**src/rtl/qd_pkg.sv**
```systemverilog
//----------------------------------------------------------------------
// Shared constants and state layout of the three-axis decoder
//----------------------------------------------------------------------
package qd_pkg;

	//------------------------------------------------------------------
	// Register map: printed offsets, bus byte address is four times the offset from QD_BASE
	//------------------------------------------------------------------
	localparam logic [31:0] QD_BASE = 32'h50000200;
	localparam logic [31:0] QD_OFS_CTRL = 32'h50000200;
	localparam logic [31:0] QD_OFS_X = 32'h50000202;
	localparam logic [31:0] QD_OFS_Y = 32'h50000204;
	localparam logic [31:0] QD_OFS_DIV = 32'h50000206;
	localparam logic [31:0] QD_OFS_CFG = 32'h50000208;
	localparam logic [31:0] QD_OFS_Z = 32'h5000020A;
	localparam logic [31:0] QD_OFS_TOT = 32'h5000020C;
	localparam int QD_ADR_W = 8;
	localparam logic [7:0] QD_BA_CTRL = 8'((QD_OFS_CTRL - QD_BASE) << 2);
	localparam logic [7:0] QD_BA_X = 8'((QD_OFS_X - QD_BASE) << 2);
	localparam logic [7:0] QD_BA_Y = 8'((QD_OFS_Y - QD_BASE) << 2);
	localparam logic [7:0] QD_BA_DIV = 8'((QD_OFS_DIV - QD_BASE) << 2);
	localparam logic [7:0] QD_BA_CFG = 8'((QD_OFS_CFG - QD_BASE) << 2);
	localparam logic [7:0] QD_BA_Z = 8'((QD_OFS_Z - QD_BASE) << 2);
	localparam logic [7:0] QD_BA_TOT = 8'((QD_OFS_TOT - QD_BASE) << 2);

	//------------------------------------------------------------------
	// Field positions and widths
	//------------------------------------------------------------------
	localparam int QD_THRES_LSB = 3;
	localparam int QD_THRES_MSB = 10;
	localparam int QD_PEND_BIT = 2;
	localparam int QD_EVCLR_BIT = 1;
	localparam int QD_UNMASK_BIT = 0;
	localparam int QD_PRE_BIT = 10;
	localparam int QD_DIV_W = 10;
	localparam int QD_MODE_LSB = 9;
	localparam int QD_SEL_W = 3;
	localparam int QD_CNT_W = 16;
	localparam int QD_PINS = 12;

	//------------------------------------------------------------------
	// Values after reset
	//------------------------------------------------------------------
	localparam logic [7:0] QD_THRES_RST = 8'h02;
	localparam logic QD_UNMASK_RST = 1'h1;
	localparam logic [9:0] QD_DIV_RST = 10'h3E7;
	localparam logic QD_PRE_RST = 1'h0;
	localparam logic [2:0] QD_MODE_RST = 3'h7;
	localparam logic [2:0] QD_SELX_RST = 3'h1;
	localparam logic [2:0] QD_SELY_RST = 3'h2;
	localparam logic [2:0] QD_SELZ_RST = 3'h3;

	//------------------------------------------------------------------
	// Top-level state
	//------------------------------------------------------------------
	typedef struct packed {
		logic [11:0] s1;
		logic [11:0] s2;
		logic [11:0] s3;
		logic [11:0] filt;
		logic [9:0] div_cnt;
		logic pre;
		logic tick;
		logic [7:0] thres;
		logic pending;
		logic unmask;
		logic [2:0] mode;
		logic [8:0] sel;
		logic [9:0] div_val;
		logic pre_en;
		logic [7:0] total;
		logic [8:0] acc;
		logic ack;
		logic [15:0] dat;
		logic irq;
	} qd_state_t;

	localparam qd_state_t QD_STATE_RST = '{
		s1: 12'h000, s2: 12'h000, s3: 12'h000, filt: 12'h000,
		div_cnt: QD_DIV_RST, pre: 1'h0, tick: 1'h0,
		thres: QD_THRES_RST, pending: 1'h0, unmask: QD_UNMASK_RST,
		mode: QD_MODE_RST, sel: {QD_SELZ_RST, QD_SELY_RST, QD_SELX_RST},
		div_val: QD_DIV_RST, pre_en: QD_PRE_RST, total: 8'h00,
		acc: 9'h000, ack: 1'h0, dat: 16'h0000, irq: 1'h0
	};

endpackage

```
**src/rtl/qd_axis.sv**
```systemverilog
`timescale 1ns/1ns
`default_nettype none
module qd_axis (
	// Clock and reset
	input wire logic clk,
	input wire logic rst,
	// Sampling tick and channel setup
	input wire logic tick,
	input wire logic enable,
	input wire logic edge_mode,
	// Filtered encoder phases
	input wire logic phase_a,
	input wire logic phase_b,
	// Results
	output logic [qd_pkg::QD_CNT_W-1:0] count,
	output logic step
);
	import qd_pkg::*;

	typedef struct packed {
		logic pa;
		logic pb;
		logic [QD_CNT_W-1:0] cnt;
		logic ev;
	} qd_axis_t;

	qd_axis_t st;
	qd_axis_t next_st;

	//--------------------------------------------------------------
	// Step decode
	//--------------------------------------------------------------
	// Phases are compared only on ticks, so the tick rate bounds speed
	always_comb begin
		next_st = st;
		next_st.ev = 1'h0;
		if (!enable) begin
			next_st.cnt = 16'h0000;
			next_st.pa = phase_a;
			next_st.pb = phase_b;
		end else if (tick) begin
			next_st.pa = phase_a;
			next_st.pb = phase_b;
			if (edge_mode) begin
				// Both phases moving together still adds just one
				if ((phase_a ^ st.pa) | (phase_b ^ st.pb)) begin
					next_st.cnt = st.cnt + 16'h0001;
					next_st.ev = 1'h1;
				end
			end else if ((phase_a ^ st.pa) ^ (phase_b ^ st.pb)) begin
				// Double change is a lost step and is not counted
				if (phase_a ^ st.pb) begin
					next_st.cnt = st.cnt + 16'h0001;
				end else begin
					next_st.cnt = st.cnt - 16'h0001;
				end
				next_st.ev = 1'h1;
			end
		end
	end

	// State register; signed two's-complement count wraps
	always_ff @(posedge clk or posedge rst) begin
		if (rst) begin
			st <= '{pa: 1'h0, pb: 1'h0, cnt: 16'h0000, ev: 1'h0};
		end else begin
			st <= next_st;
		end
	end

	assign count = st.cnt;
	assign step = st.ev;
endmodule
`default_nettype wire

```
**src/rtl/qd_top.sv**
```systemverilog
// The Wishbone slave port was left to the implementer.
`timescale 1ns/1ns
`default_nettype none
module qd_top (
	// Clock and reset
	input wire logic clk,
	input wire logic rst,
	// Wishbone classic slave
	input wire logic wb_cyc,
	input wire logic wb_stb,
	input wire logic wb_we,
	input wire logic [qd_pkg::QD_ADR_W-1:0] wb_adr,
	input wire logic [3:0] wb_sel,
	input wire logic [31:0] wb_dat_w,
	output logic [31:0] wb_dat_r,
	output logic wb_ack,
	// Encoder pins and clock mode
	input wire logic [qd_pkg::QD_PINS-1:0] gpio_in,
	input wire logic low_power_clock,
	// Interrupt
	output logic irq
);
	import qd_pkg::*;

	qd_state_t st;
	qd_state_t next_st;

	logic [2:0] axis_en;
	logic [2:0] axis_a;
	logic [2:0] axis_b;
	logic [2:0] axis_step;
	logic [QD_CNT_W-1:0] axis_cnt [3];
	logic [1:0] n_ev;
	logic bus_req;
	logic [15:0] lane_m;
	logic wr_ctrl;
	logic clr_pend;
	logic clr_total;
	logic set_irq;

	//------------------------------------------------------------------
	// Pin mapping
	//------------------------------------------------------------------
	// Returns {enable, a, b}; codes 0 and 7 leave the channel disabled
	function automatic logic [2:0] pin_pick(input logic [2:0] s,
			input logic [11:0] p);
		case (s)
			3'h1: pin_pick = {1'h1, p[2], p[5]};
			3'h2: pin_pick = {1'h1, p[1], p[4]};
			3'h3: pin_pick = {1'h1, p[3], p[10]};
			3'h4: pin_pick = {1'h1, p[6], p[7]};
			3'h5: pin_pick = {1'h1, p[8], p[9]};
			3'h6: pin_pick = {1'h1, p[0], p[11]};
			default: pin_pick = 3'h0;
		endcase
	endfunction

	//------------------------------------------------------------------
	// Axis decoders
	//------------------------------------------------------------------
	for (genvar i = 0; i < 3; i++) begin : g_axis
		assign {axis_en[i], axis_a[i], axis_b[i]} =
			pin_pick(st.sel[QD_SEL_W*i +: QD_SEL_W], st.filt);
		qd_axis u_axis (
			.clk(clk),
			.rst(rst),
			.tick(st.tick),
			.enable(axis_en[i]),
			.edge_mode(st.mode[i]),
			.phase_a(axis_a[i]),
			.phase_b(axis_b[i]),
			.count(axis_cnt[i]),
			.step(axis_step[i])
		);
	end

	// Events seen this cycle over all three channels
	assign n_ev = {1'h0, axis_step[0]} + {1'h0, axis_step[1]}
		+ {1'h0, axis_step[2]};

	//------------------------------------------------------------------
	// Bus decode helpers
	//------------------------------------------------------------------
	// Ack is held one cycle only, so a request is taken once
	assign bus_req = wb_cyc && wb_stb && !st.ack;
	assign lane_m = {{8{wb_sel[1]}}, {8{wb_sel[0]}}};
	assign wr_ctrl = bus_req && wb_we && (wb_adr == QD_BA_CTRL);
	assign clr_pend = wr_ctrl && lane_m[QD_PEND_BIT]
		&& wb_dat_w[QD_PEND_BIT];
	assign clr_total = wr_ctrl && lane_m[QD_EVCLR_BIT]
		&& wb_dat_w[QD_EVCLR_BIT];

	//------------------------------------------------------------------
	// Next-state logic
	//------------------------------------------------------------------
	always_comb begin
		logic [15:0] cur;
		logic [15:0] merged;
		logic [15:0] rd;
		logic [11:0] diff;
		logic [8:0] acc_sum;
		logic base_tick;
		cur = 16'h0000;
		merged = 16'h0000;
		rd = 16'h0000;
		diff = st.s2 ^ st.s3;
		acc_sum = st.acc + {7'h00, n_ev};
		base_tick = 1'h0;
		set_irq = 1'h0;
		next_st = st;

		// Pin filter: a level is taken once two late stages agree
		next_st.s1 = gpio_in;
		next_st.s2 = st.s1;
		next_st.s3 = st.s2;
		next_st.filt = (st.s3 & ~diff) | (st.filt & diff);

		// Tick divider; the prescaler halves whatever rate results
		if (low_power_clock) begin
			base_tick = 1'h1;
			next_st.div_cnt = st.div_val;
		end else if (st.div_cnt == 10'h000) begin
			base_tick = 1'h1;
			next_st.div_cnt = st.div_val;
		end else begin
			next_st.div_cnt = st.div_cnt - 10'h001;
		end
		next_st.tick = 1'h0;
		if (base_tick) begin
			if (st.pre_en) begin
				next_st.pre = ~st.pre;
				next_st.tick = st.pre;
			end else begin
				next_st.tick = 1'h1;
			end
		end

		// Event total; fresh events win over a clear
		if (clr_total) begin
			next_st.total = {6'h00, n_ev};
		end else begin
			next_st.total = st.total + {6'h00, n_ev};
		end

		// Threshold accumulator restarts after each interrupt
		if (acc_sum > {1'h0, st.thres}) begin
			set_irq = 1'h1;
			next_st.acc = 9'h000;
		end else begin
			next_st.acc = acc_sum;
		end

		// Bus handshake: answer one cycle after the request
		next_st.ack = bus_req;

		// Register writes merge only the enabled byte lanes
		if (bus_req && wb_we) begin
			case (wb_adr)
				QD_BA_CTRL: begin
					cur = {5'h00, st.thres, 3'h0};
					merged = (cur & ~lane_m) | (wb_dat_w[15:0] & lane_m);
					next_st.thres = merged[QD_THRES_MSB:QD_THRES_LSB];
					if (lane_m[QD_UNMASK_BIT]) begin
						next_st.unmask = wb_dat_w[QD_UNMASK_BIT];
					end
				end
				QD_BA_DIV: begin
					cur = {5'h00, st.pre_en, st.div_val};
					merged = (cur & ~lane_m) | (wb_dat_w[15:0] & lane_m);
					next_st.div_val = merged[QD_DIV_W-1:0];
					next_st.pre_en = merged[QD_PRE_BIT];
				end
				QD_BA_CFG: begin
					cur = {4'h0, st.mode, st.sel};
					merged = (cur & ~lane_m) | (wb_dat_w[15:0] & lane_m);
					next_st.sel = merged[8:0];
					next_st.mode = merged[11:QD_MODE_LSB];
				end
				default: begin
					// Counters and unmapped words ignore writes
					merged = 16'h0000;
				end
			endcase
		end

		// Pending flag: a new interrupt wins over a clear
		if (clr_pend) begin
			next_st.pending = 1'h0;
		end
		if (set_irq) begin
			next_st.pending = 1'h1;
		end

		// Read data captured with the answer; unmapped reads zero
		case (wb_adr)
			QD_BA_CTRL: rd = {5'h00, st.thres, st.pending, 1'h0,
				st.unmask};
			QD_BA_X: rd = axis_cnt[0];
			QD_BA_Y: rd = axis_cnt[1];
			QD_BA_DIV: rd = {5'h00, st.pre_en, st.div_val};
			QD_BA_CFG: rd = {4'h0, st.mode, st.sel};
			QD_BA_Z: rd = axis_cnt[2];
			QD_BA_TOT: rd = {8'h00, st.total};
			default: rd = 16'h0000;
		endcase
		if (bus_req && !wb_we) begin
			next_st.dat = rd;
		end

		// Interrupt level follows the registered flag and mask
		next_st.irq = next_st.pending && next_st.unmask;
	end

	//------------------------------------------------------------------
	// State register
	//------------------------------------------------------------------
	always_ff @(posedge clk or posedge rst) begin
		if (rst) begin
			st <= QD_STATE_RST;
		end else begin
			st <= next_st;
		end
	end

	assign wb_ack = st.ack;
	assign wb_dat_r = {16'h0000, st.dat};
	assign irq = st.irq;
endmodule
`default_nettype wire

```
**config.mk**
```make
export PLATFORM = sky130hd
export DESIGN_NAME = qd_top
export DESIGN_NICKNAME = d
export VERILOG_FILES = /design/src/rtl/qd_pkg.sv /design/src/rtl/qd_axis.sv /design/src/rtl/qd_top.sv
export SDC_FILE = /design/constraint.sdc
export NUM_CORES = 1
export LEC_CHECK = 0
export BUFFER_PORTS_ARGS = -buffer_cell sky130_fd_sc_hd__buf_2
export CAP_MARGIN = 20
export CORE_ASPECT_RATIO = 0.9
export CORE_UTILIZATION = 50
export CTS_CLUSTER_SIZE = 40
export DETAILED_ROUTE_END_ITERATION = 8
export PLACE_DENSITY = 0.82
export SYNTH_ARGS = -nofsm -noshare
export SYNTH_HDL_FRONTEND = slang
export SYNTH_SLANG_ARGS = --single-unit
```
**constraint.sdc**
```tcl
create_clock -name clk -period 6.3 [get_ports clk]
set_input_delay 1.26 -clock clk [delete_from_list [all_inputs] [get_ports clk]]
set_output_delay 1.26 -clock clk [all_outputs]
set_load 0.01 [all_outputs]
```
==> results_tabular.tex, run 1 <==
\begin{tabular}{lr}
\hline
Metric & Value \\
\hline
\multicolumn{2}{l}{\textbf{Critical path}} \\
\quad Category of cells accounting for the largest share of critical-path delay & adder cells \\
\quad Critical path cell sequence & fa\_1 > ha\_1 > inv\_1 > fa\_1 > nand3b\_1 > xnor2\_1 > ha\_1 > a21o\_1 > a21o\_1 > a21o\_1 > a211oi\_1 > o21ai\_0 > or2\_2 \\
\quad Sum of buffers and inverters on the critical path & 1 \\
\quad Startpoint type of the worst setup path & register \\
\quad Worst setup path class & register to register \\
\quad Largest incremental delay on the critical path & 0.61 ns \\
\quad Worst EP required & 6.64 ns \\
\quad Library cell contributing the largest single delay on the critical path & sky130\_fd\_sc\_hd\_\_fa\_1 \\
\quad Maximum net fanout on the critical path & 7 \\
\quad Endpoint type of the worst setup path & register \\
\quad CP Launch Point & g\_axis[0].u\_axis.step\$\_DFF\_PP0\_ \\
\quad Crit path top cell by count & sky130\_fd\_sc\_hd\_\_a21o\_1 \\
\quad Critical R2R Launch & g\_axis[0].u\_axis.step\$\_DFF\_PP0\_ \\
\quad Endpoint arrival time on the critical path & 4.66 ns \\
\multicolumn{2}{l}{\textbf{Logic synthesis}} \\
\quad Warning count from the yosys run & 0 \\
\quad Count of cell types in the netlist & 84 \\
\quad Synth Cell Area & 0.01044 mm² \\
\quad Main synth FF type & sky130\_fd\_sc\_hd\_\_dfrtp\_1 \\
\quad Most frequently used cell type in the post-synthesis netlist & sky130\_fd\_sc\_hd\_\_dfrtp\_1 \\
\quad Mean instance size in the synthesized netlist & 10.31 µm² \\
\quad Number of synthesized flops with an enable pin & 0 \\
\quad Area share of the largest cell type after synthesis & 38.35\% \\
\quad Sequential element share of the synthesized area & 44.64\% \\
\quad Top cells by area, synth & sky130\_fd\_sc\_hd\_\_dfrtp\_1 (38\%), sky130\_fd\_sc\_hd\_\_dfstp\_2 (6.3\%), sky130\_fd\_sc\_hd\_\_mux2i\_1 (4.0\%), sky130\_fd\_sc\_hd\_\_mux2\_2 (4.0\%), sky130\_fd\_sc\_hd\_\_nor2\_1 (3.1\%) \\
\quad Dominant cell type by area after synthesis & sky130\_fd\_sc\_hd\_\_dfrtp\_1 \\
\quad Top cell types by occurrence after synthesis & sky130\_fd\_sc\_hd\_\_dfrtp\_1 (160), sky130\_fd\_sc\_hd\_\_nor2\_1 (87), sky130\_fd\_sc\_hd\_\_nand2\_1 (61) \\
\quad Proportion of register bits with asynchronous set or reset after synthesis & 100.0\% \\
\quad Number of cells produced by synthesis & 1013 \\
\quad Flip-flop and latch count after synthesis & 185 \\
\multicolumn{2}{l}{\textbf{Timing}} \\
\quad Transition at the pin with the smallest max-transition slack & 0.9701 ns \\
\quad RSZ-0062 raised after global routing & false \\
\quad Number of pins with negative max-slew slack in the final report & 0 \\
\quad Maximum clock rate & 0.2316 GHz \\
\quad Minimum setup slack in the final design & 1.983 ns \\
\quad Setup TNS & 0 ns \\
\quad Number of setup violations in the final report & 0 \\
\quad Final period util & 68.53\% \\
\quad Relative slew slack & 33.65\% \\
\quad Worst clock skew & 0.01229 ns \\
\quad Count of endpoints failing hold in the final timing report & 0 \\
\quad Final hold slack & 0.3506 ns \\
\quad Post-layout minimum cycle time & 4.317 ns \\
\multicolumn{2}{l}{\textbf{Clock network}} \\
\quad Setup repair bufs after CTS & 0 \\
\quad Number of sinks handled by clock tree synthesis & 185 \\
\quad Number of resized instances in the post-cts repair step & 0 \\
\quad CTS Buffer Depth & 2 \\
\quad Post-CTS clock slew at the launch and capture registers of the worst setup and hold paths & 0.08 ns \\
\quad Clock Root Buffer & sky130\_fd\_sc\_hd\_\_clkbuf\_16 \\
\quad Clk Latency, worst-skew pair & 0.45 ns \\
\quad Number of buffers inserted during clock tree synthesis & 17 \\
\quad H-Tree Level Count & 4 \\
\quad Cts hold-fix bufs & 0 \\
\quad TritonCTS clock tree & built \\
\multicolumn{2}{l}{\textbf{Drt}} \\
\quad DRC & 1 \\
\quad Initial DRT Pass Iterations & 9 \\
\quad Total routed wirelength & 24.43 mm \\
\quad Via density per instance & 6.070 \\
\quad Vias & 7842 \\
\quad Mean routed wirelength per cell & 18.91 µm \\
\quad Post-route ant nets & 0 \\
\quad Starting DRC count in detailed routing & 856 \\
\multicolumn{2}{l}{\textbf{Job}} \\
\quad Max-cap violations & 0 \\
\multicolumn{2}{l}{\textbf{Outcome}} \\
\quad Violations in the final reports & DRC \\
\quad Status & finished with violations \\
\multicolumn{2}{l}{\textbf{Layout}} \\
\quad Nets@finish & 1111 \\
\quad Area Growth Syn to Fin & 7.143\% \\
\quad Sequential cell area in the final layout & 0.004661 mm² \\
\quad Antenna cell count & 0 \\
\quad Share of post-route cells with drive strength above 1 & 17.94\% \\
\quad Area of combinational cells with multiple inputs & 0.005107 mm² \\
\quad Number of fill cells & 1693 \\
\quad Filler-free cell count of the finished design & 1292 \\
\multicolumn{2}{l}{\textbf{Place}} \\
\quad Pre-CTS WS & 1.999 ns \\
\quad DP HPWL & 17.28 mm \\
\quad Global placer's final weighted congestion & 0.8897 \\
\quad Cell Count Post-Placement & 1260 \\
\quad Port buffer count & 57 \\
\multicolumn{2}{l}{\textbf{Power and ir drop}} \\
\quad IR Drop Worst-Case VDD & 0.1805 mV \\
\quad Flop pwr share & 50.1\% \\
\quad Relative contribution of the clock network to total power & 44.2\% \\
\quad Switch share & 27.07\% \\
\quad Psw & 0.0006750 W \\
\quad Leak & 4.918 nW \\
\quad Int Power & 0.001818 W \\
\quad Pwr dens & 222.9 mW/mm² \\
\quad Combinational power share & 5.8\% \\
\multicolumn{2}{l}{\textbf{Die}} \\
\quad Die area & 0.02146 mm² \\
\quad Initial cell density of the core & 51.60\% \\
\quad Area inside the core boundary & 0.02023 mm² \\
\quad Top-Level Pins & 96 \\
\quad Chip Width & 154.3 µm \\
\quad Row Count & 49 \\
\quad Die height & 139.1 µm \\
\multicolumn{2}{l}{\textbf{GRT}} \\
\quad Number of global-route vias before repair & 7452 \\
\quad Leftover overflow at the end of global routing & 0 \\
\quad All-Layer GR Usage & 23.84\% \\
\quad Initial antenna violation count & 0 \\
\quad Global-route wire length before repair & 39.72 mm \\
\quad Largest net degree at the start of global routing & 107 \\
\multicolumn{2}{l}{\textbf{Min path}} \\
\quad HP Start & next\_st[115]\$\_DFF\_PP0\_ \\
\quad Hold Crit Class & register to register \\
\hline
\end{tabular}
[power groups by stage]
stage / sequential [W] / clock (W) / combinational (W)
after floorplan: 0.00126 / 0 / 0.000116
final: 0.00125 / 0.00110 / 0.000144
after global placement: 0.00127 / 0 / 0.000139
after global routing: 0.00125 / 0.00116 / 0.000160
after detailed placement: 0.00127 / 0 / 0.000143
after CTS: 0.00125 / 0.00112 / 0.000144
[path summary, 6_finish.rpt]
check	endpoint	slack, ns	cells after the start
worst max-delay path	st[59]$_DFF_PP0_	1.98	13
worst min-delay path	next_st[103]$_DFF_PP0_	0.35	0
worst max register to register	st[59]$_DFF_PP0_	1.98	13
worst min register to register	next_st[103]$_DFF_PP0_	0.35	0
max in group asynchronous	st[76]$_DFF_PP1_	4.39	3
min in group asynchronous	next_st[109]$_DFF_PP0_	0.89	2
[worst reg2reg max path, cell delays in order, from the launching register on]
cell	delay [ns]
sky130_fd_sc_hd__dfrtp_1	0.39
sky130_fd_sc_hd__fa_1	0.61
sky130_fd_sc_hd__ha_1	0.19
sky130_fd_sc_hd__inv_1	0.05
sky130_fd_sc_hd__fa_1	0.40
sky130_fd_sc_hd__nand3b_1	0.21
sky130_fd_sc_hd__xnor2_1	0.25
sky130_fd_sc_hd__ha_1	0.30
sky130_fd_sc_hd__a21o_1	0.16
sky130_fd_sc_hd__a21o_1	0.17
sky130_fd_sc_hd__a21o_1	0.17
sky130_fd_sc_hd__a211oi_1	0.47
sky130_fd_sc_hd__o21ai_0	0.44
sky130_fd_sc_hd__or2_2	0.41
[cells by family after synthesis]
logic type / share of synthesized area [%]
fa+ha+maj: 4.362
buf+inv: 7.011
mux: 10.10
compound gates: 11.18
other cells: 0.03592
xor+xnor: 5.034
simple gates: 17.63
flops: 44.64
[metal layers]
layer | up-vias | part of all wire, % | track usage [%]
li1 | 3620 | - | -
met1 | 3769 | 43 | 32.73
met2 | 387 | 45 | 35.72
met3 | 66 | 9.3 | 6.688
met4 | 0 | 2.8 | 9.432
met5 | - | 0 | 0
[metrics by stage]
step / utilization, % / area [µm²] / total power, W
6_report: 55.29 / 11190 / 0.002493
5_1_grt: 55.29 / 11190 / 0.002576
4_1_cts: 55.29 / 11190 / 0.002511
3_5_place_dp: 52.23 / 10570 / 0.001414
3_3_place_gp: 52.23 / 10570 / 0.001408
2_1_floorplan: - / 10500 / 0.001376
[cells in the final DEF (no fill, tap or decap), drive strengths merged, types with 17 or more instances in the layout]
cell type	Yosys	final
buf	44	61
dfrtp	160	160
nor2	87	87
a21oi	36	36
inv	39	45
nand2	62	62
o21ai	34	34
ha	22	22
clkbuf	39	17
or3	18	18
xnor2	24	24
mux2	41	41
xor2	36	36
nand3	25	25
nor3	43	43
conb	1	17
mux2i	43	43
dfstp	25	25
[cell type report]
cell class	count	area share, %
inverter	39	1.353
multi-input combinational	720	45.66
clock inverter	15	1.734
sequential	185	41.67
timing repair buffer	61	2.931
clock buffer	17	3.803
tap	255	2.852
(Power assumes the default switching activity.)
==> inputs of run 2 (changes only) <==
--- a/config.mk
+++ b/config.mk
@@ -11,7 +11,7 @@
 export CORE_UTILIZATION = 50
 export CTS_CLUSTER_SIZE = 40
 export DETAILED_ROUTE_END_ITERATION = 8
-export PLACE_DENSITY = 0.82
+export PLACE_DENSITY = 0.79
 export SYNTH_ARGS = -nofsm -noshare
 export SYNTH_HDL_FRONTEND = slang
 export SYNTH_SLANG_ARGS = --single-unit
==> constraint.sdc (replaced) <==
create_clock -name clk -period 4 [get_ports clk]
set_input_delay 0.8 -clock clk [delete_from_list [all_inputs] [get_ports clk]]
set_output_delay 0.8 -clock clk [all_outputs]
set_load 0.01 [all_outputs]
==> results_tabular.tex, run 2 (synthesized netlist as in run 1, its figures left out) <==
\begin{tabular}{lr}
\hline
Metric & Value \\
\hline
\multicolumn{2}{l}{\textbf{Clock network}} \\
\quad Post-CTS clock slew at the launch and capture registers of the worst setup and hold paths & 0.08 ns (about the same) \\
\quad CTS Buffer Depth & 2 (unchanged) \\
\quad Clk Latency, worst-skew pair & 0.44 ns (was 0.45 ns) \\
\quad Cts hold-fix bufs & 0 (unchanged) \\
\quad Setup repair bufs after CTS & 0 (unchanged) \\
\quad TritonCTS clock tree & built (unchanged) \\
\quad H-Tree Level Count & 4 (unchanged) \\
\quad Number of sinks handled by clock tree synthesis & 185 (unchanged) \\
\quad Clock Root Buffer & sky130\_fd\_sc\_hd\_\_clkbuf\_16 (unchanged) \\
\quad Number of buffers inserted during clock tree synthesis & 17 (unchanged) \\
\multicolumn{2}{l}{\textbf{Critical path}} \\
\quad Critical path cell sequence & fa\_1 > ha\_1 > inv\_1 > fa\_1 > nand3b\_1 > xnor2\_1 > ha\_1 > a21o\_1 > a21o\_1 > a21o\_1 > a211oi\_1 > o21ai\_1 > or2\_2 (was fa\_1 > ha\_1 > inv\_1 > fa\_1 > nand3b\_1 > xnor2\_1 > ha\_1 > a21o\_1 > a21o\_1 > a21o\_1 > a211oi\_1 > o21ai\_0 > or2\_2) \\
\quad Worst setup path class & register to register (unchanged) \\
\quad Library cell contributing the largest single delay on the critical path & sky130\_fd\_sc\_hd\_\_fa\_1 (unchanged) \\
\quad Endpoint arrival time on the critical path & 4.06 ns (was 4.66 ns) \\
\quad Largest incremental delay on the critical path & 0.59 ns (was 0.61 ns) \\
\quad Endpoint type of the worst setup path & register (unchanged) \\
\quad Crit path top cell by count & sky130\_fd\_sc\_hd\_\_a21o\_1 (unchanged) \\
\quad Maximum net fanout on the critical path & 3 (was 7) \\
\quad Worst EP required & 4.32 ns (was 6.64 ns) \\
\quad Startpoint type of the worst setup path & register (unchanged) \\
\multicolumn{2}{l}{\textbf{Die}} \\
\quad Area inside the core boundary & 0.02023 mm² (unchanged) \\
\quad Die area & 0.02146 mm² (unchanged) \\
\quad Top-Level Pins & 96 (unchanged) \\
\quad Row Count & 49 (unchanged) \\
\quad Chip Width & 154.3 µm (unchanged) \\
\quad Initial cell density of the core & 51.60\% (unchanged) \\
\quad Die height & 139.1 µm (unchanged) \\
\multicolumn{2}{l}{\textbf{Power and ir drop}} \\
\quad Leak & 4.981 nW (was 4.918 nW) \\
\quad Relative contribution of the clock network to total power & 43.3\% (was 44.2\%) \\
\quad Int Power & 0.002902 W (was 0.001818 W) \\
\quad Flop pwr share & 50.6\% (was 50.1\%) \\
\quad Psw & 0.0009907 W (was 0.0006750 W) \\
\quad Pwr dens & 345.0 mW/mm² (was 222.9 mW/mm²) \\
\quad Switch share & 25.45\% (was 27.07\%) \\
\quad IR Drop Worst-Case VDD & 0.3015 mV (was 0.1805 mV) \\
\quad Combinational power share & 6.1\% (was 5.8\%) \\
\multicolumn{2}{l}{\textbf{GRT}} \\
\quad Largest net degree at the start of global routing & 58 (was 107) \\
\quad Initial antenna violation count & 1 (was 0) \\
\quad GR met3 Demand/Resource & 6.250\% (was 6.688\%) \\
\quad All-Layer GR Usage & 24.08\% (was 23.84\%) \\
\quad Number of global-route vias before repair & 7520 (was 7452) \\
\quad Global routing met2 resource utilization & 36.82\% (was 35.72\%) \\
\quad Global-route wire length before repair & 40.24 mm (was 39.72 mm) \\
\quad Global routing met1 resource utilization & 33.33\% (was 32.73\%) \\
\quad Leftover overflow at the end of global routing & 0 (unchanged) \\
\quad GR peak layer & met2 (unchanged) \\
\multicolumn{2}{l}{\textbf{Place}} \\
\quad Global placer's final weighted congestion & 0.9163 (was 0.8897) \\
\quad DP HPWL & 18.21 mm (was 17.28 mm) \\
\quad Pre-CTS WS & 0.2523 ns (was 1.999 ns) \\
\quad Port buffer count & 57 (unchanged) \\
\multicolumn{2}{l}{\textbf{Timing}} \\
\quad Maximum clock rate & 0.2672 GHz (was 0.2316 GHz) \\
\quad Post-layout minimum cycle time & 3.742 ns (was 4.317 ns) \\
\quad Transition at the pin with the smallest max-transition slack & 0.9975 ns (was 0.9701 ns) \\
\quad Number of setup violations in the final report & 0 (unchanged) \\
\quad Number of pins with negative max-slew slack in the final report & 0 (unchanged) \\
\quad Setup TNS & 0 ns (unchanged) \\
\quad Minimum setup slack in the final design & 0.2577 ns (was 1.983 ns) \\
\quad Final period util & 93.56\% (was 68.53\%) \\
\quad RSZ-0062 raised after global routing & false (unchanged) \\
\quad Relative slew slack & 33.06\% (was 33.65\%) \\
\quad Worst clock skew & 0.01167 ns (was 0.01229 ns) \\
\quad Count of endpoints failing hold in the final timing report & 0 (unchanged) \\
\multicolumn{2}{l}{\textbf{Drt}} \\
\quad Post-route ant nets & 0 (unchanged) \\
\quad Total routed wirelength & 24.92 mm (was 24.43 mm) \\
\quad DRC & 0 (was 1) \\
\quad Mean routed wirelength per cell & 19.04 µm (was 18.91 µm) \\
\quad Starting DRC count in detailed routing & 763 (was 856) \\
\quad Via density per instance & 6.063 (was 6.070) \\
\quad Initial DRT Pass Iterations & 8 (was 9) \\
\quad Vias & 7936 (was 7842) \\
\multicolumn{2}{l}{\textbf{Job}} \\
\quad Max-cap violations & 0 (unchanged) \\
\multicolumn{2}{l}{\textbf{Layout}} \\
\quad Nets@finish & 1127 (was 1111) \\
\quad Most common library cell in the layout ignoring fill and taps & sky130\_fd\_sc\_hd\_\_dfrtp\_1 (unchanged) \\
\quad Area Growth Syn to Fin & 8.101\% (was 7.143\%) \\
\quad Share of post-route cells with drive strength above 1 & 19.18\% (was 17.94\%) \\
\quad Leading cell types in the layout, fill and taps excluded & sky130\_fd\_sc\_hd\_\_dfrtp\_1 (160), sky130\_fd\_sc\_hd\_\_nor2\_1 (87), sky130\_fd\_sc\_hd\_\_nand2\_1 (61) (unchanged) \\
\multicolumn{2}{l}{\textbf{Outcome}} \\
\quad Status & finished clean (was finished with violations) \\
\multicolumn{2}{l}{\textbf{Min path}} \\
\quad Hold Crit Class & register to register (unchanged) \\
\hline
\end{tabular}
-- run 2: changes by cell type in the layout (fill, tap and decap cells not counted), moves of 2 or more --
cell                         previous run  this run
sky130_fd_sc_hd__buf_4                  3        18
sky130_fd_sc_hd__inv_6                  3         5
sky130_fd_sc_hd__clkinvlp_4             0         4
sky130_fd_sc_hd__clkinv_8               7         1
-- run 2: layout make-up --
cell class | instances | area (µm²)
repair buffers | 77 | 460.4
well taps | 255 | 319.1
diodes | 1 | 2.502
clock inverters | 15 | 160.2
flip-flops and latches | 185 | 4661
inverters | 39 | 150.1
fillers | 1681 | 8946
clock buffers | 17 | 425.4
multi-input cells | 720 | 5107
-- run 2: final timing paths --
check	endpoint	cells past startpoint	from	slack (ns)
worst max-delay path	st[59]$_DFF_PP0_	13	g_axis[0].u_axis.step$_DFF_PP0_	0.26
worst min-delay path	next_st[103]$_DFF_PP0_	0	next_st[115]$_DFF_PP0_	0.34
worst max register to register	st[59]$_DFF_PP0_	13	g_axis[0].u_axis.step$_DFF_PP0_	0.26
worst min register to register	next_st[103]$_DFF_PP0_	0	next_st[115]$_DFF_PP0_	0.34
max in group asynchronous	st[75]$_DFF_PP1_	3	rst	2.58
min in group asynchronous	next_st[114]$_DFF_PP0_	2	rst	0.54
-- run 2: power groups by stage --
stage	Sequential [W]	Clock [W]	Combinational, W
detailed placement	0.00200	0	0.000237
finish	0.00197	0.00169	0.000238
global placement	0.00200	0	0.000229
global route	0.00197	0.00178	0.000266
CTS	0.00197	0.00171	0.000239
floorplan	0.00199	0	0.000183
-- run 2: timing repair --
item	4_1_cts	5_1_grt
setup endpoints to repair	0	2
resized for setup	0	1
endpoints found under the hold margin	0	0
-- run 2: critical path, delay by kind of cell, from the launching register on --
family	cells	cell delay (ns)
xor+xnor	1	0.24
simple gates	2	0.52
flops	1	0.39
buf+inv	1	0.05
fa+ha+maj	4	1.46
compound gates	5	0.98
-- run 2: metrics by stage --
step,cells,total power [W],area (µm²),hold WS [ns],util [%]
global route,1308,0.004019,11280,0.3572,55.77
global placement,1276,0.002229,10700,0.3334,52.88
floorplan,1029,0.002168,10500,0.3312,-
CTS,1308,0.003913,11280,0.3475,55.77
finish,1309,0.003893,11290,0.3446,55.78
detailed placement,1276,0.002239,10700,0.3355,52.88
-- run 2: per-layer routing --
metal,vias to the layer above,wire length (µm)
met5,-,0
met4,0,650
met3,56,2098
met2,377,11340
met1,3852,10840
li1,3651,-
==> inputs of run 3 (changes only) <==
==> constraint.sdc (replaced) <==
create_clock -name clk -period 4 [get_ports clk]
set_input_delay 0.4 -clock clk [delete_from_list [all_inputs] [get_ports clk]]
set_output_delay 0.4 -clock clk [all_outputs]
set_load 0.01 [all_outputs]
==> results_tabular.tex, run 3 (synthesized netlist as in run 1, its figures left out) <==
\begin{tabular}{lr}
\hline
Metric & Value \\
\hline
\multicolumn{2}{l}{\textbf{Place}} \\
\quad Port buffer count & 57 (unchanged) \\
\quad DP HPWL & 17.92 mm (was 18.21 mm) \\
\quad Instance area after placement & 0.01066 mm² (was 0.01070 mm²) \\
\quad Global placer's final weighted congestion & 0.9290 (was 0.9163) \\
\multicolumn{2}{l}{\textbf{Critical path}} \\
\quad Endpoint type of the worst setup path & register (unchanged) \\
\quad Largest incremental delay on the critical path & 0.59 ns (about the same) \\
\quad Worst EP required & 4.35 ns (was 4.32 ns) \\
\quad Worst setup path class & register to register (unchanged) \\
\quad Startpoint type of the worst setup path & register (unchanged) \\
\quad Maximum net fanout on the critical path & 12 (was 3) \\
\quad Critical path cell sequence & mux2\_1 > mux4\_2 > xnor2\_1 > ha\_1 > nand2b\_1 > a211o\_1 > nor4b\_1 > or4b\_1 > a21o\_1 > a21oi\_1 (was fa\_1 > ha\_1 > inv\_1 > fa\_1 > nand3b\_1 > xnor2\_1 > ha\_1 > a21o\_1 > a21o\_1 > a21o\_1 > a211oi\_1 > o21ai\_1 > or2\_2) \\
\quad Endpoint arrival time on the critical path & 4.10 ns (was 4.06 ns) \\
\quad Number of cells on the worst reg-to-reg path & 10 (was 13) \\
\quad Library cell contributing the largest single delay on the critical path & sky130\_fd\_sc\_hd\_\_dfrtp\_1 (was sky130\_fd\_sc\_hd\_\_fa\_1) \\
\multicolumn{2}{l}{\textbf{Drt}} \\
\quad Vias & 8035 (was 7936) \\
\quad Starting DRC count in detailed routing & 889 (was 763) \\
\quad Total routed wirelength & 25.21 mm (was 24.92 mm) \\
\quad DRC & 0 (unchanged) \\
\quad Via density per instance & 6.152 (was 6.063) \\
\quad Post-route ant nets & 0 (unchanged) \\
\quad Initial DRT Pass Iterations & 6 (was 8) \\
\quad Mean routed wirelength per cell & 19.30 µm (was 19.04 µm) \\
\multicolumn{2}{l}{\textbf{Die}} \\
\quad Chip Width & 154.3 µm (unchanged) \\
\quad Top-Level Pins & 96 (unchanged) \\
\quad Initial cell density of the core & 51.60\% (unchanged) \\
\quad Die height & 139.1 µm (unchanged) \\
\quad Area inside the core boundary & 0.02023 mm² (unchanged) \\
\quad Row Count & 49 (unchanged) \\
\quad Die area & 0.02146 mm² (unchanged) \\
\multicolumn{2}{l}{\textbf{GRT}} \\
\quad Largest net degree at the start of global routing & 186 (was 58) \\
\quad Initial antenna violation count & 1 (unchanged) \\
\quad Global-route wire length before repair & 40.77 mm (was 40.24 mm) \\
\quad All-Layer GR Usage & 24.54\% (was 24.08\%) \\
\quad Number of global-route vias before repair & 7660 (was 7520) \\
\quad Leftover overflow at the end of global routing & 0 (unchanged) \\
\multicolumn{2}{l}{\textbf{Clock network}} \\
\quad Clock Root Buffer & sky130\_fd\_sc\_hd\_\_clkbuf\_16 (unchanged) \\
\quad Setup repair bufs after CTS & 0 (unchanged) \\
\quad Number of sinks handled by clock tree synthesis & 185 (unchanged) \\
\quad H-Tree Level Count & 4 (unchanged) \\
\quad Number of buffers inserted during clock tree synthesis & 17 (unchanged) \\
\quad Clk Latency, worst-skew pair & 0.45 ns (was 0.44 ns) \\
\quad TritonCTS clock tree & built (unchanged) \\
\quad Post-CTS clock slew at the launch and capture registers of the worst setup and hold paths & 0.07 ns (was 0.08 ns) \\
\quad CTS Buffer Depth & 2 (unchanged) \\
\multicolumn{2}{l}{\textbf{Layout}} \\
\quad Nets@finish & 1124 (was 1127) \\
\quad Post-layout instance area & 0.01126 mm² (was 0.01129 mm²) \\
\quad Share of post-route cells with drive strength above 1 & 19.05\% (was 19.18\%) \\
\quad Leading cell types in the layout, fill and taps excluded & sky130\_fd\_sc\_hd\_\_dfrtp\_1 (160), sky130\_fd\_sc\_hd\_\_nor2\_1 (87), sky130\_fd\_sc\_hd\_\_nand2\_1 (61) (unchanged) \\
\quad Area Growth Syn to Fin & 7.886\% (was 8.101\%) \\
\quad Most common library cell in the layout ignoring fill and taps & sky130\_fd\_sc\_hd\_\_dfrtp\_1 (unchanged) \\
\multicolumn{2}{l}{\textbf{Power and ir drop}} \\
\quad Combinational power share & 6.1\% (about the same) \\
\quad Leak & 4.968 nW (was 4.981 nW) \\
\quad Pwr dens & 348.5 mW/mm² (was 345.0 mW/mm²) \\
\quad IR Drop Worst-Case VDD & 0.2872 mV (was 0.3015 mV) \\
\quad Int Power & 0.002917 W (was 0.002902 W) \\
\quad Relative contribution of the clock network to total power & 43.9\% (was 43.3\%) \\
\quad Flop pwr share & 50.1\% (was 50.6\%) \\
\quad Switch share & 25.68\% (was 25.45\%) \\
\quad Psw & 0.001008 W (was 0.0009907 W) \\
\multicolumn{2}{l}{\textbf{Timing}} \\
\quad Relative slew slack & 32.18\% (was 33.06\%) \\
\quad Worst clock skew & 0.008992 ns (was 0.01167 ns) \\
\quad Maximum clock rate & 0.2668 GHz (was 0.2672 GHz) \\
\quad RSZ-0062 raised after global routing & false (unchanged) \\
\quad Number of pins with negative max-slew slack in the final report & 0 (unchanged) \\
\quad Post-layout minimum cycle time & 3.748 ns (was 3.742 ns) \\
\quad Number of setup violations in the final report & 0 (unchanged) \\
\quad Setup TNS & 0 ns (unchanged) \\
\quad Count of endpoints failing hold in the final timing report & 0 (unchanged) \\
\quad Transition at the pin with the smallest max-transition slack & 1.017 ns (was 0.9975 ns) \\
\quad Final period util & 93.70\% (was 93.56\%) \\
\multicolumn{2}{l}{\textbf{Job}} \\
\quad Max-cap violations & 0 (unchanged) \\
\multicolumn{2}{l}{\textbf{Min path}} \\
\quad Number of instances on the worst hold path & 1 (was 0) \\
\quad Hold Crit Class & input port to register (was register to register) \\
\multicolumn{2}{l}{\textbf{Outcome}} \\
\quad Status & finished clean (unchanged) \\
\hline
\end{tabular}
## run 3: cell types whose count changed in the layout (fill, tap and decap cells not counted), sizes merged
cell	delta
clkinvlp	-1
buf	-3
clkinv	+1
inv	-1
clkbuf	+1
## run 3: power by group through the flow
stage / clock network [W] / registers [W] / logic [W]
2_1_floorplan: 0 / 0.00199 / 0.000183
3_3_place_gp: 0 / 0.00200 / 0.000228
3_5_place_dp: 0 / 0.00200 / 0.000235
4_1_cts: 0.00174 / 0.00197 / 0.000238
5_1_grt: 0.00180 / 0.00197 / 0.000265
6_report: 0.00172 / 0.00197 / 0.000238
## run 3: metal layers
| layer | global-route usage (%) | wire (µm) | vias to the layer above |
|---|---|---|---|
| met4 | 10.21 | 854 | 0 |
| li1 | - | - | 3650 |
| met3 | 5.625 | 2085 | 66 |
| met5 | 0 | 0 | - |
| met2 | 37.94 | 11530 | 393 |
| met1 | 33.33 | 10740 | 3926 |
## run 3: path summary, 6_finish.rpt
check / startpoint / end / slack (ns)
max: register / g_axis[0].u_axis.count[15]$_DFFE_PP0P_ / 0.25
min: gpio_in[10] / next_st[114]$_DFF_PP0_ / 0.05
max reg2reg: register / g_axis[0].u_axis.count[15]$_DFFE_PP0P_ / 0.25
min reg2reg: next_st[111]$_DFF_PP0_ / next_st[99]$_DFF_PP0_ / 0.35
max in group asynchronous: rst / irq$_DFF_PP0_ / 3.01
min in group asynchronous: rst / next_st[102]$_DFF_PP0_ / 0.19
## run 3: area by class of cell
cell class | count | area, µm²
diodes | 1 | 2.502
clock buffers | 18 | 439.2
clock inverters | 14 | 153.9
fillers | 1730 | 8969
inverters | 39 | 150.1
multi-input cells | 720 | 5112
flip-flops and latches | 185 | 4661
well taps | 255 | 319.1
repair buffers | 74 | 425.4
## run 3: worst max-delay path, delay by kind of cell, from the launching register on
| kind | cells | cell delay [ns] |
|---|---|---|
| AND/OR/NAND/NOR | 3 | 0.97 |
| multiplexers | 2 | 0.94 |
| AO/OA/AOI/OAI | 3 | 0.70 |
| flip-flops | 1 | 0.59 |
| adder cells (fa/ha/maj) | 1 | 0.28 |
| XOR/XNOR | 1 | 0.17 |
## run 3: repair_timing
item / in CTS / in global routing
resized for setup: 0 / 2
hold buffers: 0 / 0
endpoints found under the setup margin: 0 / 4
## run 3: metrics by stage
stage                     utilization [%]  cells  hold WS [ns]  setup WS [ns]  total power, W
after detailed placement            52.70   1273        0.3356         0.2120        0.002235
after global routing                55.66   1305       0.03822        0.09062        0.004041
after CTS                           55.63   1305       0.04079         0.1843        0.003941
after global placement              52.70   1273        0.3338         0.3344        0.002226
after floorplan                         -   1029        0.3312         0.2596        0.002168
final                               55.67   1306       0.05179         0.2521        0.003925
